<file path="src/rtl/fbds_map.svh">
// Register indices, field positions, divide ratios and monitor codes of the
// feedback divider and monitor select block.
// Assumes the APB byte address is four times the register index.
`ifndef FBDS_MAP_SVH
`define FBDS_MAP_SVH

`define FBDS_IDX_FB_CTRL   8'h16
`define FBDS_IDX_MON_SEL   8'h17
`define FBDS_IDX_SW_VAL    8'h20
`define FBDS_IDX_MAIN_VAL  8'h21
`define FBDS_IDX_REF_VAL   8'h22
`define FBDS_IDX_REF_CFG   8'h23
`define FBDS_IDX_STATUS    8'h24

`define FBDS_RST_BYTE      8'h00
`define FBDS_BIT_REF_RST   6
`define FBDS_BIT_AB_RST    5
`define FBDS_BIT_ALL_RST   4
`define FBDS_BIT_BYPASS    3
`define FBDS_PRE_MSB       2
`define FBDS_MON_MSB       7
`define FBDS_MON_LSB       2
`define FBDS_MON_TOP       5
`define FBDS_CFG_DIFF      0
`define FBDS_CFG_PICK2     1

`define FBDS_PRE_FD1       3'h0
`define FBDS_PRE_FD2       3'h1
`define FBDS_PRE_DM3       3'h2
`define FBDS_PRE_DM5       3'h3
`define FBDS_PRE_DM9       3'h4
`define FBDS_PRE_DM17      3'h5
`define FBDS_PRE_DM33      3'h6
`define FBDS_PRE_FD3       3'h7

`define FBDS_DIV1          6'h01
`define FBDS_DIV2          6'h02
`define FBDS_DIV3          6'h03
`define FBDS_DIV4          6'h04
`define FBDS_DIV8          6'h08
`define FBDS_DIV16         6'h10
`define FBDS_DIV32         6'h20
`define FBDS_DM_EXTRA      6'h01
`define FBDS_MAIN_ONE      13'h0001
`define FBDS_SW_ONE        6'h01

`define FBDS_MON_GND       6'h00
`define FBDS_MON_N         6'h01
`define FBDS_MON_R         6'h02
`define FBDS_MON_A         6'h03
`define FBDS_MON_PRE       6'h04
`define FBDS_MON_UP        6'h05
`define FBDS_MON_DN        6'h06
`define FBDS_MON_RM_GND    6'h20
`define FBDS_MON_RM_FIRST_REFERENCE_INPUT   6'h21
`define FBDS_MON_RM_SECOND_REFERENCE_INPUT   6'h22

`endif

</file>
<file path="src/rtl/fbds_pkg.sv">
// Types shared by the feedback divider and monitor select block.
// Assumes an APB master with 12-bit byte addresses and 32-bit data.
package fbds_pkg;

  typedef struct packed {
    logic        psel;
    logic        penable;
    logic        pwrite;
    logic [11:0] paddr;
    logic [31:0] pwdata;
  } fbds_apb_req_t;

  typedef struct packed {
    logic        pready;
    logic [31:0] prdata;
    logic        pslverr;
  } fbds_apb_rsp_t;

  typedef struct packed {
    logic vco;
    logic first_reference_input;
    logic second_reference_input;
    logic ref_diff;
    logic pfd_up;
    logic pfd_dn;
  } fbds_pins_t;

  typedef enum logic {
    FBDS_FIXED,
    FBDS_DUAL
  } fbds_pre_mode_t;

endpackage

</file>
<file path="src/rtl/fbds_sync2.sv">
// Two-stage synchroniser for a group of pin levels.
// Assumes the inputs are asynchronous to i_sys_clk.
`timescale 1ns/10ps
module fbds_sync2 #(
  parameter int W = 6
) (
  input  wire logic         i_sys_clk,
  input  wire logic         i_rst_n,
  input  wire logic         i_clk_en,
  input  wire logic [W-1:0] i_async,
  output logic      [W-1:0] o_sync
);
  typedef struct packed {
    logic [W-1:0] s1;
    logic [W-1:0] s2;
  } fbds_sync_st_t;

  fbds_sync_st_t st_r;
  fbds_sync_st_t st_nxt;

  always_comb begin
    st_nxt = st_r;
    if (i_clk_en) begin
      st_nxt.s1 = i_async;
      st_nxt.s2 = st_r.s1;
    end
  end

  always_ff @(posedge i_sys_clk or negedge i_rst_n) begin
    if (!i_rst_n) begin
      st_r <= '0;
    end else begin
      st_r <= st_nxt;
    end
  end

  assign o_sync = st_r.s2;
endmodule

</file>
<file path="src/rtl/fbds_div_cnt.sv">
// Programmable event divider: counts steps and flags the last of each group.
// Assumes steps and clear come from logic on i_sys_clk; ratio 0 acts as 1.
`timescale 1ns/10ps
module fbds_div_cnt #(
  parameter int W = 6
) (
  input  wire logic         i_sys_clk,
  input  wire logic         i_rst_n,
  input  wire logic         i_clk_en,
  input  wire logic         i_clr,
  input  wire logic         i_step,
  input  wire logic [W-1:0] i_ratio,
  output logic              o_tc,
  output logic      [W-1:0] o_cnt
);
  typedef struct packed {
    logic [W-1:0] cnt;
  } fbds_cnt_st_t;

  fbds_cnt_st_t st_r;
  fbds_cnt_st_t st_nxt;
  logic [W-1:0] last;

  // A ratio lowered mid-count still ends the group at the next step
  always_comb begin
    last   = ((i_ratio == '0) ? W'(1) : i_ratio) - W'(1);
    o_tc   = i_step && !i_clr && (st_r.cnt >= last);
    st_nxt = st_r;
    if (i_clk_en) begin
      if (i_clr) begin
        st_nxt.cnt = '0;
      end else if (o_tc) begin
        st_nxt.cnt = '0;
      end else if (i_step) begin
        st_nxt.cnt = st_r.cnt + W'(1);
      end
    end
  end

  always_ff @(posedge i_sys_clk or negedge i_rst_n) begin
    if (!i_rst_n) begin
      st_r <= '0;
    end else begin
      st_r <= st_nxt;
    end
  end

  assign o_cnt = st_r.cnt;
endmodule

</file>
<file path="src/rtl/fbds_top.sv">
// Feedback divider (prescaler, swallow and main counters), reference
// divider and monitor pin select, with an APB register slave.
// Assumes VCO, reference and phase detector levels arrive as pins slower
// than half of i_sys_clk; each is synchronised before use.
`timescale 1ns/10ps
`include "fbds_map.svh"

module fbds_top (
  input  wire logic                   i_sys_clk,
  input  wire logic                   i_rst_n,
  input  wire logic                   i_clk_en,
  input  wire fbds_pkg::fbds_apb_req_t i_apb,
  output fbds_pkg::fbds_apb_rsp_t     o_apb,
  input  wire fbds_pkg::fbds_pins_t    i_pins,
  output logic                        o_monitor_pin
);
  // ----------------------------------------------------------------------
  // State
  // ----------------------------------------------------------------------
  typedef struct packed {
    logic [7:0]           fb_ctrl;
    logic [7:0]           mon_sel;
    logic [5:0]           sw_val;
    logic [12:0]          main_val;
    logic [13:0]          ref_val;
    logic [1:0]           ref_cfg;
    fbds_pkg::fbds_pins_t pins_prev;
    logic [5:0]           sw_left;
    logic                 n_out;
    logic                 r_out;
    logic                 a_out;
    logic                 pre_out;
    logic                 mon;
    logic [31:0]          prdata;
    logic                 pslverr;
  } fbds_top_st_t;

  fbds_top_st_t             st_r;
  fbds_top_st_t             st_nxt;
  fbds_pkg::fbds_pins_t     pins_s;
  fbds_pkg::fbds_pre_mode_t pre_mode;
  logic [2:0]               pre_code;
  logic [5:0]               mon_code;
  logic [5:0]               pre_ratio;
  logic [12:0]              main_ratio;
  logic                     sw_nz;
  logic                     bypass_eff;
  logic                     ab_clr;
  logic                     ref_clr;
  logic                     vco_rise;
  logic                     ref_now;
  logic                     ref_prev;
  logic                     ref_rise;
  logic                     pre_tc;
  logic                     main_tc;
  logic                     ref_tc;
  logic                     a_evt;
  logic [12:0]              main_cnt;
  logic [13:0]              ref_cnt;
  logic                     apb_setup;
  logic                     apb_access;
  logic [7:0]               apb_idx;
  logic                     apb_bad;
  logic [31:0]              rd_word;
  logic                     rd_hit;

  // ----------------------------------------------------------------------
  // Pin synchronisers and dividers
  // ----------------------------------------------------------------------
  fbds_sync2 #(.W(6)) u_sync (
    .i_sys_clk (i_sys_clk),
    .i_rst_n   (i_rst_n),
    .i_clk_en  (i_clk_en),
    .i_async   (i_pins),
    .o_sync    (pins_s)
  );

  fbds_div_cnt #(.W(6)) u_prescaler (
    .i_sys_clk (i_sys_clk),
    .i_rst_n   (i_rst_n),
    .i_clk_en  (i_clk_en),
    .i_clr     (ab_clr),
    .i_step    (vco_rise),
    .i_ratio   (pre_ratio),
    .o_tc      (pre_tc),
    .o_cnt     ()
  );

  fbds_div_cnt #(.W(13)) u_main (
    .i_sys_clk (i_sys_clk),
    .i_rst_n   (i_rst_n),
    .i_clk_en  (i_clk_en),
    .i_clr     (ab_clr),
    .i_step    (pre_tc),
    .i_ratio   (main_ratio),
    .o_tc      (main_tc),
    .o_cnt     (main_cnt)
  );

  fbds_div_cnt #(.W(14)) u_ref (
    .i_sys_clk (i_sys_clk),
    .i_rst_n   (i_rst_n),
    .i_clk_en  (i_clk_en),
    .i_clr     (ref_clr),
    .i_step    (ref_rise),
    .i_ratio   (st_r.ref_val),
    .o_tc      (ref_tc),
    .o_cnt     (ref_cnt)
  );

  // ----------------------------------------------------------------------
  // Divider control
  // ----------------------------------------------------------------------
  always_comb begin
    pre_code = st_r.fb_ctrl[`FBDS_PRE_MSB:0];
    mon_code = st_r.mon_sel[`FBDS_MON_MSB:`FBDS_MON_LSB];
    sw_nz    = (st_r.sw_left != '0);
    ab_clr   = st_r.fb_ctrl[`FBDS_BIT_AB_RST] || st_r.fb_ctrl[`FBDS_BIT_ALL_RST];
    ref_clr  = st_r.fb_ctrl[`FBDS_BIT_REF_RST] || st_r.fb_ctrl[`FBDS_BIT_ALL_RST];
    vco_rise = pins_s.vco && !st_r.pins_prev.vco;
    if (st_r.ref_cfg[`FBDS_CFG_DIFF]) begin
      ref_now  = pins_s.ref_diff;
      ref_prev = st_r.pins_prev.ref_diff;
    end else if (st_r.ref_cfg[`FBDS_CFG_PICK2]) begin
      ref_now  = pins_s.second_reference_input;
      ref_prev = st_r.pins_prev.second_reference_input;
    end else begin
      ref_now  = pins_s.first_reference_input;
      ref_prev = st_r.pins_prev.first_reference_input;
    end
    ref_rise = ref_now && !ref_prev;
    pre_mode = fbds_pkg::FBDS_DUAL;
    unique case (pre_code)
      `FBDS_PRE_FD1: begin
        pre_mode  = fbds_pkg::FBDS_FIXED;
        pre_ratio = `FBDS_DIV1;
      end
      `FBDS_PRE_FD2: begin
        pre_mode  = fbds_pkg::FBDS_FIXED;
        pre_ratio = `FBDS_DIV2;
      end
      `FBDS_PRE_FD3: begin
        pre_mode  = fbds_pkg::FBDS_FIXED;
        pre_ratio = `FBDS_DIV3;
      end
      `FBDS_PRE_DM3:  pre_ratio = `FBDS_DIV2 + (sw_nz ? `FBDS_DM_EXTRA : '0);
      `FBDS_PRE_DM5:  pre_ratio = `FBDS_DIV4 + (sw_nz ? `FBDS_DM_EXTRA : '0);
      `FBDS_PRE_DM9:  pre_ratio = `FBDS_DIV8 + (sw_nz ? `FBDS_DM_EXTRA : '0);
      `FBDS_PRE_DM17: pre_ratio = `FBDS_DIV16 + (sw_nz ? `FBDS_DM_EXTRA : '0);
      `FBDS_PRE_DM33: pre_ratio = `FBDS_DIV32 + (sw_nz ? `FBDS_DM_EXTRA : '0);
    endcase
    bypass_eff = st_r.fb_ctrl[`FBDS_BIT_BYPASS] && (pre_mode == fbds_pkg::FBDS_FIXED);
    main_ratio = bypass_eff ? `FBDS_MAIN_ONE : st_r.main_val;
    // Swallow output pulses when the count runs out inside a cycle
    a_evt = pre_tc && (st_r.sw_left == `FBDS_SW_ONE) && !main_tc;
  end

  // ----------------------------------------------------------------------
  // APB decode
  // ----------------------------------------------------------------------
  always_comb begin
    apb_setup  = i_apb.psel && !i_apb.penable;
    apb_access = i_apb.psel && i_apb.penable && i_clk_en;
    apb_idx    = i_apb.paddr[9:2];
    rd_hit     = 1'b1;
    rd_word    = '0;
    unique case (apb_idx)
      `FBDS_IDX_FB_CTRL:  rd_word[7:0]  = st_r.fb_ctrl;
      `FBDS_IDX_MON_SEL:  rd_word[7:0]  = st_r.mon_sel;
      `FBDS_IDX_SW_VAL:   rd_word[5:0]  = st_r.sw_val;
      `FBDS_IDX_MAIN_VAL: rd_word[12:0] = st_r.main_val;
      `FBDS_IDX_REF_VAL:  rd_word[13:0] = st_r.ref_val;
      `FBDS_IDX_REF_CFG:  rd_word[1:0]  = st_r.ref_cfg;
      `FBDS_IDX_STATUS:   rd_word[13:0] = {st_r.sw_left, 2'h0, (pre_mode == fbds_pkg::FBDS_DUAL),
                                           st_r.mon, st_r.pre_out, st_r.a_out,
                                           st_r.r_out, st_r.n_out};
      default:            rd_hit        = 1'b0;
    endcase
    // Read-only status, stray high address bits and byte offsets are errors
    apb_bad = !rd_hit || (i_apb.paddr[11:10] != 2'h0) || (i_apb.paddr[1:0] != 2'h0) ||
              (i_apb.pwrite && (apb_idx == `FBDS_IDX_STATUS));
  end

  // ----------------------------------------------------------------------
  // Next state
  // ----------------------------------------------------------------------
  always_comb begin
    st_nxt = st_r;
    if (i_clk_en) begin
      st_nxt.pins_prev = pins_s;
      if (apb_setup) begin
        st_nxt.prdata  = i_apb.pwrite ? '0 : (apb_bad ? '0 : rd_word);
        st_nxt.pslverr = apb_bad;
      end
      if (apb_access && i_apb.pwrite && !st_r.pslverr) begin
        unique case (apb_idx)
          `FBDS_IDX_FB_CTRL:  st_nxt.fb_ctrl  = i_apb.pwdata[7:0];
          `FBDS_IDX_MON_SEL:  st_nxt.mon_sel  = i_apb.pwdata[7:0];
          `FBDS_IDX_SW_VAL:   st_nxt.sw_val   = i_apb.pwdata[5:0];
          `FBDS_IDX_MAIN_VAL: st_nxt.main_val = i_apb.pwdata[12:0];
          `FBDS_IDX_REF_VAL:  st_nxt.ref_val  = i_apb.pwdata[13:0];
          `FBDS_IDX_REF_CFG:  st_nxt.ref_cfg  = i_apb.pwdata[1:0];
          default: ;
        endcase
      end
      // Swallow count restarts with each feedback cycle
      if (ab_clr || main_tc) begin
        st_nxt.sw_left = st_r.sw_val;
      end else if (pre_tc && sw_nz) begin
        st_nxt.sw_left = st_r.sw_left - `FBDS_SW_ONE;
      end
      st_nxt.n_out   = main_tc;
      st_nxt.r_out   = ref_tc;
      st_nxt.a_out   = a_evt;
      st_nxt.pre_out = pre_tc;
      case (mon_code)
        `FBDS_MON_N:       st_nxt.mon = st_r.n_out;
        `FBDS_MON_A:       st_nxt.mon = st_r.a_out;
        `FBDS_MON_PRE:     st_nxt.mon = st_r.pre_out;
        `FBDS_MON_R:       st_nxt.mon = st_r.r_out;
        `FBDS_MON_UP:      st_nxt.mon = pins_s.pfd_up;
        `FBDS_MON_DN:      st_nxt.mon = pins_s.pfd_dn;
        `FBDS_MON_RM_FIRST_REFERENCE_INPUT: st_nxt.mon = st_r.ref_cfg[`FBDS_CFG_DIFF] ?
                                        pins_s.ref_diff : pins_s.first_reference_input;
        `FBDS_MON_RM_SECOND_REFERENCE_INPUT: st_nxt.mon = !st_r.ref_cfg[`FBDS_CFG_DIFF] && pins_s.second_reference_input;
        default:           st_nxt.mon = 1'b0;
      endcase
    end
  end

  always_ff @(posedge i_sys_clk or negedge i_rst_n) begin
    if (!i_rst_n) begin
      st_r         <= '0;
      st_r.fb_ctrl <= `FBDS_RST_BYTE;
      st_r.mon_sel <= `FBDS_RST_BYTE;
    end else begin
      st_r <= st_nxt;
    end
  end

  assign o_apb.pready  = i_apb.psel && i_apb.penable && i_clk_en;
  assign o_apb.prdata  = st_r.prdata;
  assign o_apb.pslverr = st_r.pslverr && o_apb.pready;
  assign o_monitor_pin = st_r.mon;
endmodule

</file>
<file path="config.mk">
export PLATFORM = sky130hd
export DESIGN_NAME = fbds_top
export DESIGN_NICKNAME = d
export VERILOG_FILES = /design/src/rtl/fbds_pkg.sv /design/src/rtl/fbds_sync2.sv /design/src/rtl/fbds_div_cnt.sv /design/src/rtl/fbds_top.sv
export VERILOG_INCLUDE_DIRS = /design/src /design/src/rtl
export SDC_FILE = /design/constraint.sdc
export NUM_CORES = 1
export LEC_CHECK = 0
export BUFFER_PORTS_ARGS = -buffer_cell sky130_fd_sc_hd__buf_2
export CORE_AREA = 2 2 126 128
export CTS_CLUSTER_DIAMETER = 100
export CTS_CLUSTER_SIZE = 30
export DETAILED_ROUTE_END_ITERATION = 10
export DIE_AREA = 0 0 128 130
export PLACE_DENSITY = 0.81
export SYNTH_ARGS = -nofsm -noshare
export SYNTH_HDL_FRONTEND = slang
export SYNTH_HIERARCHICAL = 1
export SYNTH_SLANG_ARGS = --single-unit
</file>
<file path="constraint.sdc">
create_clock -name i_sys_clk -period 5.2 [get_ports i_sys_clk]
set_input_delay 0 -clock i_sys_clk [delete_from_list [all_inputs] [get_ports i_sys_clk]]
set_output_delay 0 -clock i_sys_clk [all_outputs]
set_load 0.01 [all_outputs]
</file>
==> summary.md, run 1 <==
| Metric | Value |
|---|---|
| Pwr/cell area | `roughly 300 mW/mm²` |
| Drc violations | `0` |
| Yosys warns | `6` |
| Netlist cell types | `84` |
| Top cell by count, worst path | `nand2_1` |
| ANT cells | `0` |
| Total GRT Usage | `0.247` |
| Clock buffer depth | `2` |
| DP Worst Slack | `approximately 0.26 ns` |
| Layout cells sized above 1 | `0.218` |
| Status | `finished, final reports clean` |
| Bufs and invs on worst path | `1` |
| GP Congestion | `between 0.9 and 1` |
| Leak Pwr | `between 4 and 5 nW` |
| CTS Buf Count | `17` |
| Placed cell count | `roughly 1100` |
| Top cells by area, synth | `dfrtp_1, mux2_2, ha_1` |
| Hold crit path type | `in2reg` |
| Crit path max fanout | `9` |
| CP required | `5.51 ns` |
| CTS tree | `built` |
| Vias | `~6800` |
| Fin. Hold Viols | `0` |
| Worst setup margin | `0.378 ns` |
| Iter 0 DRT Violations | `~450` |
| DRT Pass-1 Iters | `5` |
| Top-area cell type share of the netlist area | `0.382` |
| Fmax | `between 200 and 250 MHz` |
| Core area | `about 0.015 mm²` |
| ANT nets after route | `0` |
| Routed vias/inst | `between 6 and 7` |
| Startpoint types | `register` |
| Yosys reg bits | `126` |
| Cell count along the critical path | `22` |
| DP HPWL | `between 10000 and 15000 µm` |
| Total Wirelength | `19800 µm` |
| Register area share after synthesis | `0.382` |
| Final setup fails | `0` |
| IO Pins | `91` |
| CTS sink cnt | `126` |
| Largest area contributor in the netlist | `dfrtp_1` |
| Largest net degree at the start of global routing | `66` |
| Post-DR wirelength/cell | `17.9 µm` |
| Initial core utilization | `0.535` |
| First-pass GRT wire length | `around 32000 µm` |
| Slew headroom | `0.403` |
| Asr flop ratio synth | `1.00` |
| Top FF cell, synth | `dfrtp_1` |
| Htree depth | `4` |
| Period utilisation layout | `0.927` |
| Synth Instances | `849` |
| Die width | `~130 µm` |
| Max-slew violations | `0` |
| Worst Skew | `around 0.017 ns` |
| Setup repair after global routing missed its margin | `no` |
| Slowest CP cell | `dfrtp_2` |
| R2r setup slk | `approximately 0.38 ns` |
| Reg2reg path depth | `22` |
| Die ar. | `roughly 0.017 mm²` |
| Worst vdd ir | `between 0.2 and 0.3 mV` |
| CTS root buf | `clkbuf_16` |
| Post-synth EDFFs | `0` |
| Delay-heaviest family, CP | `simple AND/OR/NAND/NOR gates` |
| Initial antenna violation count | `0` |
| Number of global-route vias before repair | `6386` |
| Critical path capture point type | `register` |
| Reg clk slew, reported paths | `0.06 ns` |
| Area of the mapped netlist | `around 0.0083 mm²` |
| Tmin final | `approximately 4.8 ns` |
| Worst-Skew Late Latency | `~0.44 ns` |
| Final nets | `~1000` |
| Grt total ovfl | `0` |
| Setup CP Type | `reg2reg` |
| WHS Path Cells | `5` |
| TNS Setup | `0 ns` |
| Syn-to-layout area delta | `12.1%` |
| Rows | `46` |
| Worst-Margin Slew | `0.892 ns` |
| Finished Layout Cells | `between 1000 and 1500` |
| Max Cap Viol | `0` |
| Worst-path cell chain | `nand3_1, o21ai_1, nand2_1, and2_1, nor4_2, nand2b_1, nor2_1, a31oi_1, ha_1, nand2_1, nor2_1, nand2_1, xor2_1, ha_1, and4_1, a221oi_4, a21oi_1, buf_4, or3_1, and3_1, a21oi_1, o211ai_1` |
| Port Buffers | `54` |
| Chip height | `130 µm` |
| Syn_area_per_cell | `9.73 µm²` |
| Worst path arrival time | `~5.1 ns` |
| CP max stage delay | `between 0.4 and 0.5 ns` |
==> tightest hold or removal path: stages <==
cell      delay (ns)
buf_2           0.09
nor4_1          0.06
nand3_1         0.12
a211oi_1        0.05
a21oi_1         0.10
==> state kept, by name (all words and copies together), names as in the netlist <==
register,cells
u_ref/o_cnt,14
u_sync/st_r,6
u_sync/o_sync,6
o_monitor_pin,1
u_main/o_cnt,13
mon_code,6
u_prescaler/o_cnt,6
o_apb,14
pre_code,3
st_r,57
==> synthesized netlist by cell type (all sizes together), types with 4 or more instances <==
library cell,n
a21o,4
a21oi,37
a221oi,5
a22o,5
a22oi,9
a31oi,24
and2,21
and3,16
and3b,5
and4,4
buf,60
clkbuf,13
dfrtp,126
ha,41
inv,24
mux2,69
mux2i,7
nand2,83
nand2b,10
nand3,27
nand3b,12
nand4,12
nor2,49
nor2b,5
nor3,18
nor3b,8
nor4,10
o211ai,8
o21ai,53
o22ai,8
o31ai,7
or2,4
xnor2,18
xor2,11
==> what timing repair did <==
item,4_1_cts,5_1_grt
hold endpoints to repair,124,0
endpoints found under the setup margin,0,5
buffers inserted,0,0
hold buffers,23,0
gates resized for setup,0,4
==> cell usage in the layout, fill, tap and decap left out, types with 9 or more instances in the layout <==
master and count:
a21oi_1 35, a22oi_1 9, a31oi_1 24, and2_1 20, and3_1 15, buf_2 53
buf_4 13, clkbuf_16 17, conb_1 18, dfrtp_1 124, dlygate4sd3_1 23, ha_1 41
inv_1 24, mux2_2 58, mux2_4 10, nand2_1 80, nand3_1 25, nand3b_1 12
nand4_1 12, nor2_1 47, nor3_1 16, o21ai_0 45, xnor2_1 18, xor2_1 11
==> report_power, final <==
part	internal [mW]	switching [mW]
combinational	0.158	0.226
clock	0.718	0.462
sequential	1.04	0.0935
==> path summary, 6_finish.rpt <==
path,from,end
hold / removal,i_apb[42],st_r[0]
min in group asynchronous,i_rst_n,u_ref/o_cnt[10]
hold reg to reg,o_apb[11],o_apb[11]
max in group asynchronous,i_rst_n,st_r[58]
setup reg to reg,pre_code[0],st_r[43]
setup / recovery,pre_code[0],st_r[43]
==> final cells by class <==
| type | count | area, µm² |
|---|---|---|
| fillers | 1262 | 6170 |
| multi-input cells | 643 | 4590 |
| flip-flops and latches | 126 | 3160 |
| repair buffers | 89 | 593 |
| clock buffers | 19 | 443 |
| well taps | 192 | 240 |
| clock inverters | 13 | 141 |
| inverters | 24 | 90.1 |
==> per-layer routing <==
layer / track usage / up-vias / wire [µm]
li1: - / 3152 / -
met2: 0.399 / 239 / 9630
met4: 0.0950 / 0 / 516
met3: 0.0574 / 39 / 1200
met1: 0.325 / 3320 / 8490
met5: 0 / - / 0
==> stage by stage <==
stage / utilization / cell area (µm²) / total power [mW] / hold WS (ns)
after floorplan: - / 8320 / 1.40 / -0.296
after global placement: 0.547 / 8430 / 1.49 / 0.145
after global routing: 0.600 / 9260 / 2.80 / 0.0423
final: 0.600 / 9260 / 2.70 / 0.0322
after detailed placement: 0.547 / 8430 / 1.51 / 0.153
after CTS: 0.600 / 9250 / 2.70 / 0.00130
==> cells by family (layout without fill, tap and decap cells) <==
family / count (synthesis) / in the layout / share of synthesized area
buffers and inverters: 97 / 145 / 0.0706
flip-flops: 126 / 126 / 0.382
AND/OR/NAND/NOR: 296 / 296 / 0.199
AO/OA/AOI/OAI: 182 / 182 / 0.145
other: 1 / 18 / 0.000454
adder cells (fa/ha/maj): 41 / 41 / 0.0621
multiplexers: 77 / 77 / 0.110
XOR/XNOR: 29 / 29 / 0.0308
No activity file was read; power rests on OpenSTA's default activity.
==> inputs of run 2 (changes only) <==
clock period = 4.9 ns   (was 5.2 ns; I/O delays follow)
==> run 2 against run 1 <==
Against the previous run: power is 6.1% higher; design area is 0.30% higher; non-clock buffer count stayed put; critical path depth stayed put; clock power is 6% higher; worst setup slack worse by 0.060 ns; die area stayed put; utilization is 0.18 points higher; clock-buffer cell count is 1 higher.
==> summary.md, run 2 (synthesis results as in run 1) <==
| Metric | Value |
|---|---|
| Reg clk slew, reported paths | `0.06 ns (about the same)` |
| Worst-Skew Late Latency | `0.42 ns (was 0.44 ns)` |
| CTS sink cnt | `126 (unchanged)` |
| Hold Path Origin | `i_apb[32] (was i_apb[42])` |
| Port Buffers | `54 (unchanged)` |
| Reg2reg path depth | `22 (unchanged)` |
| Drc violations | `0 (unchanged)` |
| ANT nets after route | `0 (unchanged)` |
| NetSw | `0.805 mW (was 0.782 mW)` |
| TNS Setup | `0 ns (unchanged)` |
| Status | `finished, final reports clean (unchanged)` |
| GP Congestion | `0.936 (was 0.930)` |
| Max Cap Viol | `0 (unchanged)` |
| Delay-heaviest family, CP | `simple AND/OR/NAND/NOR gates (unchanged)` |
| Final setup fails | `0 (unchanged)` |
| Clock buffer depth | `2 (unchanged)` |
| Layout cells sized above 1 | `0.224 (was 0.218)` |
| Critical path capture point type | `register (unchanged)` |
| DP Worst Slack | `0.0186 ns (was 0.256 ns)` |
| Chip height | `130 µm (unchanged)` |
| Number of fill cells | `1259 (was 1262)` |
| R2r setup slk | `0.32 ns (was 0.38 ns)` |
| Iter 0 DRT Violations | `589 (was 454)` |
| Leak Pwr | `4.23 nW (was 4.22 nW)` |
| Clock group share of total power | `0.437 (about the same)` |
| Startpoint types | `register (unchanged)` |
| Max FFs per register | `57 (unchanged)` |
| CP required | `5.18 ns (was 5.51 ns)` |
| Placed cell count | `1052 (was 1051)` |
| Internal Power | `2.06 mW (was 1.92 mW)` |
| Crit path max fanout | `9 (unchanged)` |
| Core area | `0.0154 mm² (unchanged)` |
| Fin. Hold Viols | `0 (unchanged)` |
| Combinational Power Share | `0.149 (was 0.142)` |
| Sequential share of power | `0.414 (was 0.420)` |
| Worst setup margin | `0.318 ns (was 0.378 ns)` |
| Post-DR wirelength/cell | `17.5 µm (was 17.9 µm)` |
| Most common cell after layout, fill and taps aside | `dfrtp_1 (unchanged)` |
| Slew headroom | `0.306 (was 0.403)` |
| Setup repair after global routing missed its margin | `yes (was no)` |
| Htree depth | `4 (unchanged)` |
| Worst Skew | `0.00871 ns (was 0.0172 ns)` |
| Final core utilization | `0.602 (was 0.600)` |
| IO Pins | `91 (unchanged)` |
| Total GRT Usage | `0.243 (was 0.247)` |
| Rows | `46 (unchanged)` |
| Tot Pwr | `2.86 mW (was 2.70 mW)` |
| Capturing point of the worst reg2reg path | `st_r[40] (was st_r[43])` |
| Setup CP Type | `reg2reg (unchanged)` |
| Vias | `6642 (was 6750)` |
| CTS Buf Count | `17 (unchanged)` |
| First-pass GRT wire length | `31700 µm (was 32100 µm)` |
| Hold crit path type | `in2reg (unchanged)` |
| Most frequent cells in the layout | `dfrtp_1, nand2_1, mux2_2 (unchanged)` |
| CTS tree | `built (unchanged)` |
| Final nets | `998 (unchanged)` |
| Grt total ovfl | `0 (unchanged)` |
| WHS Path Cells | `5 (unchanged)` |
| Pwr/cell area | `308 mW/mm² (was 291 mW/mm²)` |
| Slowest CP cell | `or4b_4 (was dfrtp_2)` |
| Routed vias/inst | `6.01 (was 6.10)` |
| Top cell by count, worst path | `ha_1 (was nand2_1)` |
| ANT cells | `0 (unchanged)` |
| Number of global-route vias before repair | `6333 (was 6386)` |
| DP HPWL | `13900 µm (about the same)` |
| Max-slew violations | `0 (unchanged)` |
| Most flops, register | `st_r (unchanged)` |
| Syn-to-layout area delta | `12.4% (was 12.1%)` |
| CP max stage delay | `0.54 ns (was 0.45 ns)` |
| Switching share of power | `0.281 (was 0.290)` |
| Setup bufs post-CTS | `0 (unchanged)` |
| DRT Pass-1 Iters | `7 (was 5)` |
| Initial core utilization | `0.535 (unchanged)` |
| Worst-path cell chain | `inv_1, ha_1, or4b_4, nor2_1, a21bo_2, o311ai_0, nor2_1, ha_1, nand2_1, xor2_1, ha_1, nand2_1, nor2_2, a21oi_1, nor3b_1, buf_4, nand2b_1, a21oi_2, or3_4, a21oi_1, o21ai_0, o21ai_0 (was nand3_1, o21ai_1, nand2_1, and2_1, nor4_2, nand2b_1, nor2_1, a31oi_1, ha_1, nand2_1, nor2_1, nand2_1, xor2_1, ha_1, and4_1, a221oi_4, a21oi_1, buf_4, or3_1, and3_1, a21oi_1, o211ai_1)` |
| CTS root buf | `clkbuf_16 (unchanged)` |
| Worst-Margin Slew | `1.04 ns (was 0.892 ns)` |
| Total Wirelength | `19300 µm (was 19800 µm)` |
| Hold endpoint | `st_r[0] (unchanged)` |
| Period utilisation layout | `0.935 (was 0.927)` |
| Worst path arrival time | `4.86 ns (was 5.14 ns)` |
| Die ar. | `0.0166 mm² (unchanged)` |
| Finished Layout Cells | `1106 (unchanged)` |
| Tmin final | `4.58 ns (was 4.82 ns)` |
| Bufs and invs on worst path | `2 (was 1)` |
| Die width | `128 µm (unchanged)` |
| Initial antenna violation count | `0 (unchanged)` |
| Largest net degree at the start of global routing | `81 (was 66)` |
| Fmax | `218 MHz (was 207 MHz)` |
| Worst vdd ir | `0.288 mV (was 0.260 mV)` |
| Reg2Reg Launch Point | `st_r[38] (was pre_code[0])` |
==> run 2: per-stage QoR <==
step / cell area, µm² / hold WS (ns)
2_1_floorplan: 8320 / -0.296
3_3_place_gp: 8440 / 0.231
3_5_place_dp: 8440 / 0.234
4_1_cts: 9260 / 0.00153
5_1_grt: 9280 / 0.0600
6_report: 9280 / 0.0221
==> run 2: layout make-up <==
type,instances,area (µm²),share of cell area
tap,192,240,0.0259
inverter,24,90.1,0.00970
sequential,126,3150,0.340
multi-input combinational,643,4620,0.497
timing repair buffer,89,591,0.0636
clock buffer,20,457,0.0492
clock inverter,12,136,0.0147
==> run 2: worst max path at each step <==
stage           startpoint       end  slack (ns)  depth (start not counted)
2_1_floorplan  pre_code[0]  st_r[43]        0.25                         24
3_3_place_gp   pre_code[2]  st_r[43]        0.14                         20
3_5_place_dp   pre_code[2]  st_r[40]        0.02                         20
4_1_cts        pre_code[2]  st_r[40]        0.06                         21
5_1_grt        pre_code[2]  st_r[40]       -0.02                         21
6_report          st_r[38]  st_r[40]        0.32                         22
==> run 2: layer usage <==
layer	up-vias	wire length [µm]	track usage
met5	-	0	0
met4	0	343	0.0730
met3	26	1190	0.0549
met2	207	9370	0.397
met1	3258	8420	0.325
li1	3151	-	-
==> run 2: tightest hold or removal path, stage by stage <==
cell      delay [ns]
buf_2           0.07
nor4_1          0.05
nand3_1         0.11
a211oi_1        0.06
a21oi_1         0.11
==> run 2: power groups by stage <==
stage	Sequential [mW]	Clock (mW)	Combinational [mW]
floorplan	1.17	0	0.313
global placement	1.20	0	0.380
detailed placement	1.20	0	0.395
CTS	1.18	1.27	0.418
global route	1.20	1.31	0.472
finish	1.19	1.25	0.426
==> run 2: timing repair <==
item	in CTS	in global routing
endpoints found under the setup margin	1	8
endpoints found under the hold margin	139	0
gates resized for setup	3	6
pin swaps	0	0
hold buffers	22	0
==> inputs of run 3 (changes only) <==
CORE_AREA = 2 2 123 125   (was 2 2 126 128)
DIE_AREA = 0 0 125 127   (was 0 0 128 130)
SYNTH_HIERARCHICAL = unset   (was 1)
==> run 3 against run 2 <==
Against the previous run: sequential cell count unchanged; critical path depth down 4; register-to-register slack better by 0.06 ns; worst setup slack better by 0.056 ns; die area down 4.6%; utilization up 1.7 points; largest cell class unchanged.
==> summary.md, run 3 <==
| Metric | Value |
|---|---|
| Chip height | `127 µm (was 130 µm)` |
| Worst path arrival time | `4.84 ns (was 4.86 ns)` |
| Worst Skew | `0.00942 ns (was 0.00871 ns)` |
| Top cells by area, synth | `dfrtp_1, mux2_2, ha_1 (unchanged)` |
| IO Pins | `91 (unchanged)` |
| CTS Buf Count | `17 (unchanged)` |
| Drc violations | `0 (unchanged)` |
| DP HPWL | `13300 µm (was 13900 µm)` |
| Number of fill cells | `1171 (was 1259)` |
| Final nets | `947 (was 998)` |
| Most frequent cell after synthesis | `dfrtp_1 (unchanged)` |
| Leak Pwr | `4.09 nW (was 4.23 nW)` |
| Asr flop ratio synth | `1.00 (unchanged)` |
| TNS Setup | `0 ns (unchanged)` |
| Status | `finished, final reports clean (unchanged)` |
| Final core utilization | `0.619 (was 0.602)` |
| Crit path max fanout | `11 (was 9)` |
| Startpoint types | `register (unchanged)` |
| Rows | `44 (was 46)` |
| Max FFs per register | `57 (unchanged)` |
| Core area | `0.0144 mm² (was 0.0154 mm²)` |
| Grt total ovfl | `0 (unchanged)` |
| Port Buffers | `54 (unchanged)` |
| CTS tree | `built (unchanged)` |
| Final setup fails | `0 (unchanged)` |
| Top FF cell, synth | `dfrtp_1 (unchanged)` |
| Area taken by multi-input logic gates | `0.00428 mm² (was 0.00462 mm²)` |
| Total Wirelength | `19000 µm (was 19300 µm)` |
| CP required | `5.22 ns (was 5.18 ns)` |
| ANT cells | `0 (unchanged)` |
| Slew headroom | `0.167 (was 0.306)` |
| Worst-path cell chain | `and3_1, o21a_1, o21ai_0, nor3_1, nor3_1, ha_1, o21a_1, nor2b_2, a21oi_1, or3_1, ha_1, a21oi_1, o21bai_1, a2111oi_4, a211oi_4, buf_4, o31a_1, o221a_2 (was inv_1, ha_1, or4b_4, nor2_1, a21bo_2, o311ai_0, nor2_1, ha_1, nand2_1, xor2_1, ha_1, nand2_1, nor2_2, a21oi_1, nor3b_1, buf_4, nand2b_1, a21oi_2, or3_4, a21oi_1, o21ai_0, o21ai_0)` |
| Routed vias/inst | `6.18 (was 6.01)` |
| Layout cells sized above 1 | `0.197 (was 0.224)` |
| Max-slew violations | `0 (unchanged)` |
| Iter 0 DRT Violations | `676 (was 589)` |
| Tot Pwr | `3.01 mW (was 2.86 mW)` |
| Synth Instances | `797 (was 849)` |
| Critical path capture point type | `register (unchanged)` |
| Top-area cell type share of the netlist area | `0.401 (was 0.382)` |
| Netlist cell types | `84 (unchanged)` |
| Largest net degree at the start of global routing | `65 (was 81)` |
| CTS sink cnt | `126 (unchanged)` |
| Number of global-route vias before repair | `6158 (was 6333)` |
| First-pass GRT wire length | `31200 µm (was 31700 µm)` |
| Worst-Margin Slew | `1.25 ns (was 1.04 ns)` |
| Htree depth | `4 (unchanged)` |
| Initial antenna violation count | `0 (unchanged)` |
| ANT nets after route | `0 (unchanged)` |
| Reg clk slew, reported paths | `0.05 ns (was 0.06 ns)` |
| Area of the mapped netlist | `0.00786 mm² (was 0.00826 mm²)` |
| Total GRT Usage | `0.247 (was 0.243)` |
| DRT Pass-1 Iters | `8 (was 7)` |
| Vias | `6468 (was 6642)` |
| Worst vdd ir | `0.271 mV (was 0.288 mV)` |
| Die ar. | `0.0159 mm² (was 0.0166 mm²)` |
| Yosys reg bits | `126 (unchanged)` |
| Most common cell after layout, fill and taps aside | `dfrtp_1 (unchanged)` |
| Clock buffer depth | `2 (unchanged)` |
| Yosys warns | `0 (was 6)` |
| CP max stage delay | `0.39 ns (was 0.54 ns)` |
| GP Congestion | `0.873 (was 0.936)` |
| Slowest CP cell | `dfrtp_1 (was or4b_4)` |
| Initial core utilization | `0.545 (was 0.535)` |
| Setup repair after global routing missed its margin | `no (was yes)` |
| Worst-Skew Late Latency | `0.43 ns (was 0.42 ns)` |
| Die width | `125 µm (was 128 µm)` |
| Post-synth EDFFs | `0 (unchanged)` |
| Sequential standard cell area | `0.00315 mm² (about the same)` |
| Tmin final | `4.53 ns (was 4.58 ns)` |
| CTS root buf | `clkbuf_16 (unchanged)` |
| Commonest cells in the netlist | `dfrtp_1, mux2_2, nand2_1 (was dfrtp_1, nand2_1, mux2_2)` |
| Bufs and invs on worst path | `1 (was 2)` |
| Most flops, register | `st_r (unchanged)` |
| Max Cap Viol | `0 (unchanged)` |
| Delay-heaviest family, CP | `compound AO/OA/AOI/OAI gates (was simple AND/OR/NAND/NOR gates)` |
| Setup CP Type | `reg2reg (unchanged)` |
| Syn_area_per_cell | `9.86 µm² (was 9.73 µm²)` |
| Most frequent cells in the layout | `dfrtp_1, nand2_1, mux2_2 (unchanged)` |
| Period utilisation layout | `0.924 (was 0.935)` |
| Post-DR wirelength/cell | `18.2 µm (was 17.5 µm)` |
| Register area share after synthesis | `0.401 (was 0.382)` |
| Hold crit path type | `in2reg (unchanged)` |
| Syn-to-layout area delta | `13.6% (was 12.4%)` |
| Fmax | `221 MHz (was 218 MHz)` |
| Pwr/cell area | `337 mW/mm² (was 308 mW/mm²)` |
| Largest area contributor in the netlist | `dfrtp_1 (unchanged)` |
| Fin. Hold Viols | `0 (unchanged)` |
==> run 3: changes by cell type after synthesis, moves of 7 or more <==
cell	change
mux2_4	-10
nand3_1	-9
o21a_1	+8
o21ai_0	-8
nand2_1	-22
buf_4	-8
mux2i_1	+7
xor2_1	+8
a21oi_1	-9
nor2_1	+8
and2_1	-17
==> run 3: cell families (layout without fill, tap and decap cells) <==
family / after synthesis / in the layout / synth area share
AND/OR/NAND/NOR: 242 / 242 / 0.161
other: 1 / 18 / 0.000477
multiplexers: 77 / 77 / 0.108
buffers and inverters: 98 / 146 / 0.0656
XOR/XNOR: 33 / 33 / 0.0368
AO/OA/AOI/OAI: 179 / 179 / 0.161
flip-flops: 126 / 126 / 0.401
adder cells (fa/ha/maj): 41 / 41 / 0.0653
==> run 3: worst paths after layout <==
check                            to  slack, ns  cells past startpoint         from
hold / removal             o_apb[8]       0.17                      6    i_apb[32]
setup reg to reg           st_r[41]       0.37                     18  pre_code[2]
min in group asynchronous  st_r[46]       0.20                      2      i_rst_n
setup / recovery           st_r[41]       0.37                     18  pre_code[2]
max in group asynchronous  o_apb[2]       3.41                      3      i_rst_n
hold reg to reg            o_apb[1]       0.48                      2     o_apb[1]
==> run 3: per-layer routing <==
| metal | wire [µm] | vias up | global-route usage |
|---|---|---|---|
| met3 | 1280 | 39 | 0.0620 |
| met4 | 440 | 0 | 0.101 |
| met2 | 8800 | 258 | 0.379 |
| met5 | 0 | - | 0 |
| li1 | - | 2989 | - |
| met1 | 8490 | 3182 | 0.337 |
==> run 3: worst reg2reg max path: stages, from the launching register on <==
cell       delay [ns]
dfrtp_1          0.39
and3_1           0.23
o21a_1           0.25
o21ai_0          0.28
nor3_1           0.08
nor3_1           0.21
ha_1             0.29
o21a_1           0.22
nor2b_2          0.26
a21oi_1          0.09
or3_1            0.35
ha_1             0.31
a21oi_1          0.14
o21bai_1         0.14
a2111oi_4        0.35
a211oi_4         0.13
buf_4            0.20
o31a_1           0.28
o221a_2          0.24
==> run 3: report_power, final <==
group          internal [mW]  switching (mW)
logic                  0.224           0.301
clock network          0.796           0.451
registers               1.13           0.113
==> run 3: cell type report <==
class | instances | area share
Clock buffer | 25 | 0.0555
Clock inverter | 6 | 0.00925
Inverter | 29 | 0.0122
Multi-Input combinational cell | 590 | 0.480
Sequential cell | 126 | 0.353
Tap cell | 184 | 0.0258
Timing Repair Buffer | 86 | 0.0639
==> run 3: metrics by stage <==
step	cells	hold slack [ns]	area (µm²)	setup WS [ns]
6_report	1046	0.171	8920	0.373
5_1_grt	1046	0.219	8920	0.00470
4_1_cts	1045	0.160	8890	0.105
3_5_place_dp	991	0.143	8080	0.200
3_3_place_gp	991	0.141	8080	0.326
2_1_floorplan	814	-0.296	7920	0.797
==> run 3: timing repair <==
action,in CTS,in global routing
endpoints found under the hold margin,120,0
setup endpoints to repair,0,17
hold buffers,23,0
setup buffers,0,1
resized for setup,0,5
